==> config.mk <==
export PLATFORM = sky130hd
export DESIGN_NAME = brsc_ctrl
export DESIGN_NICKNAME = d
export VERILOG_FILES = /design/src/brsc_stack.sv /design/src/brsc_ctrl.sv
export SDC_FILE = /design/constraint.sdc
export NUM_CORES = 1
export LEC_CHECK = 0
export BUFFER_PORTS_ARGS = -buffer_cell sky130_fd_sc_hd__buf_2
export CORE_MARGIN = 2
export CORE_UTILIZATION = 33
export CTS_BUF_LIST = sky130_fd_sc_hd__clkbuf_16
export DETAILED_ROUTE_END_ITERATION = 10
export PLACE_DENSITY = 0.49
export SLEW_MARGIN = 20
export SYNTH_ARGS = -nofsm -noshare
export SYNTH_HDL_FRONTEND = slang
export SYNTH_SLANG_ARGS = --single-unit
==> constraint.sdc <==
create_clock -name clk_in -period 8.9 [get_ports clk_in]
set_input_delay 0.445 -clock clk_in [delete_from_list [all_inputs] [get_ports clk_in]]
set_output_delay 0.445 -clock clk_in [all_outputs]
set_load 0.01 [all_outputs]
==> src/brsc_stack.sv <==
/*
  Shared constants for the branch and return stack control, plus the
  return_address_stack with its stack_level_pointer.
  Assumes one core clock, a clock enable from the core and an
  asynchronous active-low reset; all requests come from same-clock logic.
*/
package brsc_pkg;
  localparam int BRSC_ADDR_W = 16;
  localparam int BRSC_DEPTH = 15;
  localparam logic [15:0] BRSC_RESET_PC = 16'h0000;
  localparam logic [15:0] BRSC_PC_STEP = 16'h0001;
  localparam logic [15:0] BRSC_PTR_EMPTY = 16'h0000;
  localparam logic [15:0] BRSC_PTR_FULL = 16'h000F;
  localparam logic [15:0] BRSC_PTR_STEP = 16'h0001;
  localparam logic [15:0] BRSC_ZERO_WORD = 16'h0000;
  localparam logic [3:0] BRSC_IDX_STEP = 4'h1;
  // operation codes presented by the decode stage
  localparam logic [2:0] BRSC_OP_NONE = 3'h0;
  localparam logic [2:0] BRSC_OP_JUMP_REL = 3'h1;
  localparam logic [2:0] BRSC_OP_CALL_REL = 3'h2;
  localparam logic [2:0] BRSC_OP_JUMP_IND = 3'h3;
  localparam logic [2:0] BRSC_OP_CALL_IND = 3'h4;
  localparam logic [2:0] BRSC_OP_SUB_EXIT = 3'h5;
  localparam logic [2:0] BRSC_OP_INT_EXIT = 3'h6;
endpackage

`timescale 1ns/100ps
module brsc_stack
  import brsc_pkg::*;
#(
  parameter int DEPTH = BRSC_DEPTH
) (
  input wire logic clk_in,
  input wire logic rstn_in,
  input wire logic ce_in,
  input wire logic push_in,
  input wire logic [15:0] push_data_in,
  input wire logic pop_in,
  input wire logic top_wr_in,
  input wire logic [15:0] top_wr_data_in,
  input wire logic ptr_wr_in,
  input wire logic [15:0] ptr_wr_data_in,
  output logic [15:0] top_data_out,
  output logic [15:0] ptr_out,
  output logic err_out
);
  logic [15:0] mem [DEPTH];
  logic [15:0] ptr;
  logic [3:0] idx;
  logic empty;
  logic full;
  logic in_range;

  // entries 1..15 live at mem[ptr-1]; pointer 0 means nothing stacked
  assign idx = ptr[3:0];
  assign empty = (ptr == BRSC_PTR_EMPTY);
  assign full = (ptr == BRSC_PTR_FULL);
  assign in_range = (ptr <= BRSC_PTR_FULL);
  assign ptr_out = ptr;
  assign top_data_out = (empty || !in_range) ? BRSC_ZERO_WORD :
                        mem[idx - BRSC_IDX_STEP];
  assign err_out = (push_in && full) || (pop_in && empty);

  // pointer: core push/pop outrank a bus write in the same cycle
  always_ff @(posedge clk_in or negedge rstn_in) begin
    if (!rstn_in) begin
      ptr <= BRSC_PTR_EMPTY;
    end else if (ce_in) begin
      if (push_in && !full) begin
        ptr <= ptr + BRSC_PTR_STEP;
      end else if (pop_in && !empty) begin
        ptr <= ptr - BRSC_PTR_STEP;
      end else if (ptr_wr_in && !push_in && !pop_in) begin
        // a failing push or pop still outranks the bus write
        ptr <= ptr_wr_data_in;
      end
    end
  end

  // storage; a push lands in the slot just above the old top
  always_ff @(posedge clk_in or negedge rstn_in) begin
    if (!rstn_in) begin
      for (int i = 0; i < DEPTH; i++) begin
        mem[i] <= BRSC_ZERO_WORD;
      end
    end else if (ce_in) begin
      if (push_in && !full && in_range) begin
        mem[idx] <= push_data_in;
      end else if (top_wr_in && !empty && in_range && !pop_in) begin
        mem[idx - BRSC_IDX_STEP] <= top_wr_data_in;
      end
    end
  end
endmodule // brsc_stack

==> src/brsc_ctrl.sv <==
/*
  Program flow control: program counter, branch sequencing with purge,
  conditional forms and the return stack. Top module brsc_ctrl.
  Assumes the decode stage holds an operation until busy_out is low, and
  that main-bus transfers and interrupt requests are on the same clock.
*/
`timescale 1ns/100ps
module brsc_ctrl
  import brsc_pkg::*;
#(
  parameter logic [15:0] RESET_PC = BRSC_RESET_PC,
  parameter int DEPTH = BRSC_DEPTH
) (
  input wire logic clk_in,
  input wire logic rstn_in,
  input wire logic ce_in,
  input wire logic dec_valid_in,
  input wire logic [2:0] dec_op_in,
  input wire logic dec_cond_in,
  input wire logic cond_true_in,
  input wire logic [15:0] operand_in,
  input wire logic [15:0] data_pointer_reg_in,
  input wire logic int_req_in,
  input wire logic [15:0] int_vector_in,
  input wire logic stk_wr_in,
  input wire logic [15:0] stk_wr_data_in,
  input wire logic slp_wr_in,
  input wire logic [15:0] slp_wr_data_in,
  input wire logic ste_clr_in,
  output logic [15:0] program_counter_out,
  output logic fetch_en_out,
  output logic purge_out,
  output logic busy_out,
  output logic int_ack_out,
  output logic [15:0] stack_top_out,
  output logic [15:0] stack_level_pointer_out,
  output logic ste_out
);
  typedef enum logic [0:0] {ST_RUN, ST_WAIT} brsc_state_type;

  brsc_state_type state;
  logic [15:0] program_counter;
  logic [15:0] hold_addr;
  logic [15:0] next_target;
  logic [15:0] stk_top;
  logic [15:0] stk_ptr;
  logic stk_err;
  logic accept;
  logic taken;
  logic is_call;
  logic is_exit;
  logic is_ind;
  logic needs_wait;
  logic int_go;
  logic push;
  logic pop;
  logic [15:0] push_data;

  // decode of the offered operation
  assign accept = dec_valid_in && (state == ST_RUN);
  // the unused top code runs on sequentially, like code 0
  assign taken = accept && (dec_op_in != BRSC_OP_NONE) &&
                 (dec_op_in <= BRSC_OP_INT_EXIT) &&
                 (!dec_cond_in || cond_true_in);
  assign is_call = (dec_op_in == BRSC_OP_CALL_REL) ||
                   (dec_op_in == BRSC_OP_CALL_IND);
  assign is_exit = (dec_op_in == BRSC_OP_SUB_EXIT) ||
                   (dec_op_in == BRSC_OP_INT_EXIT);
  assign is_ind = (dec_op_in == BRSC_OP_JUMP_IND) ||
                  (dec_op_in == BRSC_OP_CALL_IND);
  // a taken conditional costs one evaluation cycle; indirect always costs it
  assign needs_wait = dec_cond_in || is_ind;
  // a branch in decode wins; the interrupt waits for a quiet cycle
  assign int_go = int_req_in && (state == ST_RUN) && !taken;

  // branch target selection
  always_comb begin
    next_target = program_counter;
    case (dec_op_in)
      BRSC_OP_JUMP_REL, BRSC_OP_CALL_REL: begin
        next_target = program_counter + operand_in;
      end
      BRSC_OP_JUMP_IND, BRSC_OP_CALL_IND: begin
        next_target = data_pointer_reg_in;
      end
      BRSC_OP_SUB_EXIT, BRSC_OP_INT_EXIT: begin
        next_target = stk_top;
      end
      default: begin
        next_target = program_counter;
      end
    endcase
  end

  // stack traffic: calls and interrupts push the address under fetch
  assign push = (taken && is_call) || int_go;
  assign pop = taken && is_exit;
  assign push_data = program_counter;

  brsc_stack #(
    .DEPTH(DEPTH)
  ) u_stack (
    .clk_in(clk_in),
    .rstn_in(rstn_in),
    .ce_in(ce_in),
    .push_in(push),
    .push_data_in(push_data),
    .pop_in(pop),
    .top_wr_in(stk_wr_in),
    .top_wr_data_in(stk_wr_data_in),
    .ptr_wr_in(slp_wr_in),
    .ptr_wr_data_in(slp_wr_data_in),
    .top_data_out(stk_top),
    .ptr_out(stk_ptr),
    .err_out(stk_err)
  );

  // sequencer: taken branches either redirect at once or wait one cycle
  always_ff @(posedge clk_in or negedge rstn_in) begin
    if (!rstn_in) begin
      state <= ST_RUN;
      hold_addr <= BRSC_ZERO_WORD;
      busy_out <= 1'b0;
    end else if (ce_in) begin
      case (state)
        ST_RUN: begin
          if (taken && needs_wait) begin
            hold_addr <= next_target;
            state <= ST_WAIT;
            busy_out <= 1'b1;
          end
        end
        ST_WAIT: begin
          state <= ST_RUN;
          busy_out <= 1'b0;
        end
        default: begin
          state <= ST_RUN;
          busy_out <= 1'b0;
        end
      endcase
    end
  end

  // program counter: the address now being fetched; it spans all 16 bits,
  // the variant's memory size is decoded outside this block
  always_ff @(posedge clk_in or negedge rstn_in) begin
    if (!rstn_in) begin
      program_counter <= RESET_PC;
      fetch_en_out <= 1'b0;
    end else if (ce_in) begin
      fetch_en_out <= 1'b1;
      if (state == ST_WAIT) begin
        program_counter <= hold_addr;
      end else if (taken && needs_wait) begin
        fetch_en_out <= 1'b0; // evaluation cycle, no fetch
      end else if (taken) begin
        program_counter <= next_target;
      end else if (int_go) begin
        program_counter <= int_vector_in;
      end else if (fetch_en_out) begin
        program_counter <= program_counter + BRSC_PC_STEP;
      end
    end
  end
  assign program_counter_out = program_counter;

  // purge squashes the word fetched behind a taken branch
  always_ff @(posedge clk_in or negedge rstn_in) begin
    if (!rstn_in) begin
      purge_out <= 1'b0;
      int_ack_out <= 1'b0;
    end else if (ce_in) begin
      purge_out <= taken || int_go || (state == ST_WAIT);
      int_ack_out <= int_go;
    end
  end

  // stack error flag: a new error wins over a clear in the same cycle
  always_ff @(posedge clk_in or negedge rstn_in) begin
    if (!rstn_in) begin
      ste_out <= 1'b0;
    end else if (ce_in) begin
      if (stk_err) begin
        ste_out <= 1'b1;
      end else if (ste_clr_in) begin
        ste_out <= 1'b0;
      end
    end
  end

  // bus-visible copies; they trail the stack by one cycle, while an exit
  // takes its target from the live stack top, not from these copies
  always_ff @(posedge clk_in or negedge rstn_in) begin
    if (!rstn_in) begin
      stack_top_out <= BRSC_ZERO_WORD;
      stack_level_pointer_out <= BRSC_PTR_EMPTY;
    end else if (ce_in) begin
      stack_top_out <= stk_top;
      stack_level_pointer_out <= stk_ptr;
    end
  end
endmodule // brsc_ctrl

==> results.py <==
metrics = {
    "run_status": {
        "outcome": "finished clean",
    },
    "finish": {
        "antenna-diode-count": 0,
        "finalNetCount": 2169,
        "final_util_pct": 37.3,
        "fill_cells": 5974,
        "drive_above_1_share_pct": 20.2,
        "areaGrowthSynthToFinish_pct": 11.8,
    },
    "grt": {
        "grt.overflow.total": 0,
        "grt_max_degree": 92,
        "grt_pass1_wl_um": 125000,
        "grtUsageTotal_pct": 26.2,
        "vias_in_the_first_global_route": 18100,
        "antenna_found_initial": 2,
    },
    "logic_synthesis": {
        "mappedNetlistNets": 2145,
        "syn-instance-count": 2030,
        "synth_warnings": 0,
        "synth_async_sr_flop_share_pct": 100,
        "syn_area_per_cell_um2": 9.90,
        "synth_enable_flop_cells": 0,
        "synth.top_cells.by_area": "sky130_fd_sc_hd__dfrtp_1 41%, sky130_fd_sc_hd__a2bb2oi_1 6.5%, sky130_fd_sc_hd__o22ai_1 6.1%",
        "dominantRegCellSynth": "sky130_fd_sc_hd__dfrtp_1",
        "synth_top_area_share_pct": 40.6,
        "synth.lib_cells_used.distinct": 89,
        "portion_of_the_post_synthesis_area_used_by_sequential_elements_pct": 40.6,
        "netlist.top_cell.by_area": "sky130_fd_sc_hd__dfrtp_1",
        "postSynthRegisterBits": 326,
        "mappedNetlistArea_mm2": 0.0201,
    },
    "clock_tree": {
        "post_cts_resized": 0,
        "clkTransAtPathRegs_ns": 0.06,
        "cts_made_buffers": 42,
        "tritoncts": "built",
        "clock-sinks": 326,
        "cts-root-buf": "sky130_fd_sc_hd__clkbuf_16",
        "clock_latency_ns": 0.58,
        "cts_post_setup_buffers_inserted": 0,
        "ctsHtreeMaxLevel": 2,
        "postCtsHoldBufs": 1,
        "clockBufferDepth": 3,
    },
    "floorplanning": {
        "core_mm2": 0.0602,
        "placement_rows": 90,
        "die_area_mm2": 0.0629,
        "dieHeight_um": 251,
        "initial_core_util_pct": 33.3,
        "die_w_um": 251,
        "ioPinCount": 146,
    },
    "worst_setup_path": {
        "cp.arrival_ns": 4.98,
        "end_kind": "flip-flop",
        "cp-start-kind": "flip-flop",
        "critical_path.max_fanout": 91,
        "criticalPathCategory": "reg2reg",
        "worst-r2r-cell-count": 9,
        "timing.critical_path.required_ns": 9.32,
    },
    "sta": {
        "pin_slew_with_the_least_headroom_to_its_limit_ns": 1.16,
        "postLayoutSetupSlackWorst_ns": 4.34,
        "final_period_minus_worst_setup_slack_ns": 4.56,
        "report.final.hold_viol_count": 0,
        "setup_tns_ns": 0,
        "finalMaxSlewViolations": 0,
        "max_freq_mhz": 219,
        "finalSetupViolations": 0,
        "timing.clock.skew_ns": 0.0218,
        "unrepaired_setup_endpoints_after_global_routing": "false",
        "slew_hr_pct": 22.6,
        "final.period_utilization_pct": 51.2,
    },
    "placed_design": {
        "detailed_place_hpwl_um": 55900,
        "gpl.final_weighted_congestion": 0.928,
        "numPortBuffers": 145,
        "pre_cts_ws_ns": 4.07,
    },
    "job": {
        "max_cap_viol": 0,
    },
    "routing": {
        "drt_drc_violations_left": 0,
        "drt-vias-per-instance": 6.50,
        "dr_total_vias": 18600,
        "detailedRoute.firstIterationViolations": 2371,
        "ant_nets": 0,
        "detail_route.wirelength_um": 84100,
        "wire_per_inst_um": 29.3,
        "number_of_search_and_repair_iterations_in_the_first_detailed_routing_pass": 5,
    },
    "power": {
        "internal_power_summed_over_all_cells_mw": 3.26,
        "combPwrFrac_pct": 43.3,
        "switching_share_pct": 45.4,
        "powerDensity_mw_per_mm2": 266,
        "sw_pwr_mw": 2.71,
        "ir_drop_worst_vdd_mv": 0.173,
        "seq_power_share_pct": 30.7,
        "power_frac_clock_pct": 25.9,
        "power.leakage_nw": 9.42,
    },
    "worst_hold_path": {
        "worst_hold_path_class": "in2reg",
        "worst_hold_path.num_cells": 3,
    },
}
[cell type report]
| cell class | instances | area [um^2] | area share, % |
|---|---|---|---|
| sequential | 326 | 8160 | 36.3 |
| multi-input combinational | 1453 | 10900 | 48.5 |
| inverter | 49 | 184 | 0.819 |
| tap | 782 | 978 | 4.36 |
| clock inverter | 30 | 128 | 0.568 |
| timing repair buffer | 182 | 1030 | 4.57 |
| clock buffer | 43 | 1080 | 4.79 |
[kinds of logic (layout without fill, tap and decap cells)]
family	Yosys count	in the layout	synth area share, %
xor gates and xnor gates	29	29	1.26
AOI/OAI and AO/OA	837	837	31.1
DFF	326	326	40.6
buffers and inverters	251	304	5.49
and+or+nand+nor	457	457	11.2
muxes	107	107	8.90
adders and majority gates	23	23	1.46
[cell usage after synthesis, drive strengths merged, types with 4 or more instances]
master,instances
o211ai,22
o22ai,196
xnor2,19
nor3b,6
a2111oi,4
or3,8
o31ai,8
or2,5
nor4,9
a21o,17
clkbuf,121
a22o,4
nand4,11
and3,16
a221oi,19
nand3,47
mux4,49
a2bb2oi,179
nand3b,8
nor2,107
ha,21
o32a,36
inv,49
mux2i,5
nor2b,25
dfrtp,326
o21ai,95
a21oi,121
and2,10
o2bb2ai,18
o21a,9
a31oi,39
xor2,10
a22oi,9
nor3,22
a211oi,13
buf,81
o221ai,13
nand2,161
nand2b,11
mux2,53
[registers in the layout, summed over array words and instances, names as in the netlist]
register and count:
int_ack_out 1, fetch_en_out 1, stack_level_pointer_out 16, busy_out 1, hold_addr 16, state 1, program_counter_out 16, stack_top_out 16
u_stack.ptr_out 16, ste_out 1, purge_out 1, u_stack.mem 240
[power by group through the flow]
stage | clock (mW) | sequential [mW] | combinational (mW)
after global placement | 0 | 1.85 | 2.50
after global routing | 1.63 | 1.86 | 2.73
after CTS | 1.58 | 1.83 | 2.52
after floorplan | 0 | 1.75 | 1.67
after detailed placement | 0 | 1.86 | 2.51
final | 1.55 | 1.84 | 2.59
[critical path, cell delays in order (launching register included)]
cell and delay, ns:
sky130_fd_sc_hd__dfrtp_4 0.75, sky130_fd_sc_hd__inv_1 0.27, sky130_fd_sc_hd__ha_4 0.36, sky130_fd_sc_hd__and2_1 0.30, sky130_fd_sc_hd__nor2_2 0.19, sky130_fd_sc_hd__and3_1 0.27
sky130_fd_sc_hd__o21a_4 0.58, sky130_fd_sc_hd__buf_4 0.69, sky130_fd_sc_hd__buf_6 0.74, sky130_fd_sc_hd__a2bb2oi_1 0.15
[per-layer routing]
metal / global-route usage, % / vias to the layer above / share of wire, %
met5: 0 / - / 0.015
met4: 7.84 / 2 / 2.8
met1: 38.1 / 9471 / 44
li1: - / 7918 / -
met3: 4.92 / 153 / 9.2
met2: 39.5 / 1067 / 44
[cells in the final DEF, fill, tap and decap left out, types with 11 or more instances in the layout]
cell                        count
sky130_fd_sc_hd__nor2b_1       21
sky130_fd_sc_hd__o211ai_1      21
sky130_fd_sc_hd__clkbuf_16     43
sky130_fd_sc_hd__mux4_2        49
sky130_fd_sc_hd__nand3_1       39
sky130_fd_sc_hd__nand4_1       11
sky130_fd_sc_hd__a211oi_1      12
sky130_fd_sc_hd__nor3_1        22
sky130_fd_sc_hd__dfrtp_1      325
sky130_fd_sc_hd__o221ai_1      12
sky130_fd_sc_hd__a2bb2oi_2     30
sky130_fd_sc_hd__mux2_2        43
sky130_fd_sc_hd__clkinv_1      13
sky130_fd_sc_hd__a21o_1        17
sky130_fd_sc_hd__o32a_1        36
sky130_fd_sc_hd__xnor2_1       19
sky130_fd_sc_hd__ha_1          19
sky130_fd_sc_hd__o2bb2ai_1     18
sky130_fd_sc_hd__buf_4         34
sky130_fd_sc_hd__buf_2        144
sky130_fd_sc_hd__and3_1        16
sky130_fd_sc_hd__nand2b_1      11
sky130_fd_sc_hd__inv_1         61
sky130_fd_sc_hd__a31oi_1       39
sky130_fd_sc_hd__o22ai_1      196
sky130_fd_sc_hd__a221oi_1      19
sky130_fd_sc_hd__nor2_1       104
sky130_fd_sc_hd__o21ai_0       87
sky130_fd_sc_hd__a21oi_1      106
sky130_fd_sc_hd__nand2_1      161
sky130_fd_sc_hd__a2bb2oi_1    149
[final timing paths]
path	endpoint	slack [ns]	startpoint
hold reg to reg	hold_addr[0]$_DFFE_PN0P_	0.47	hold_addr[0]$_DFFE_PN0P_
hold / removal	hold_addr[12]$_DFFE_PN0P_	0.20	data_pointer_reg_in[12]
setup / recovery	u_stack.mem[136]$_DFFE_PN0P_	4.34	u_stack.ptr_out[0]$_DFFE_PN0P_
setup reg to reg	u_stack.mem[136]$_DFFE_PN0P_	4.34	u_stack.ptr_out[0]$_DFFE_PN0P_
max in group asynchronous	u_stack.mem[168]$_DFFE_PN0P_	6.26	rstn_in
min in group asynchronous	stack_level_pointer_out[13]$_DFFE_PN0P_	0.42	rstn_in
[stage by stage]
step / cells / cell area (um^2) / hold WS (ns) / total power [mW]
5_1_grt: 2865 / 22500 / 0.198 / 6.22
3_3_place_gp: 2789 / 21200 / 0.445 / 4.35
3_5_place_dp: 2790 / 21200 / 0.450 / 4.37
6_report: 2865 / 22500 / 0.195 / 5.98
4_1_cts: 2864 / 22400 / 0.169 / 5.93
2_1_floorplan: 2030 / 20100 / 0.149 / 3.42
No activity file was read; power rests on OpenSTA's default activity.
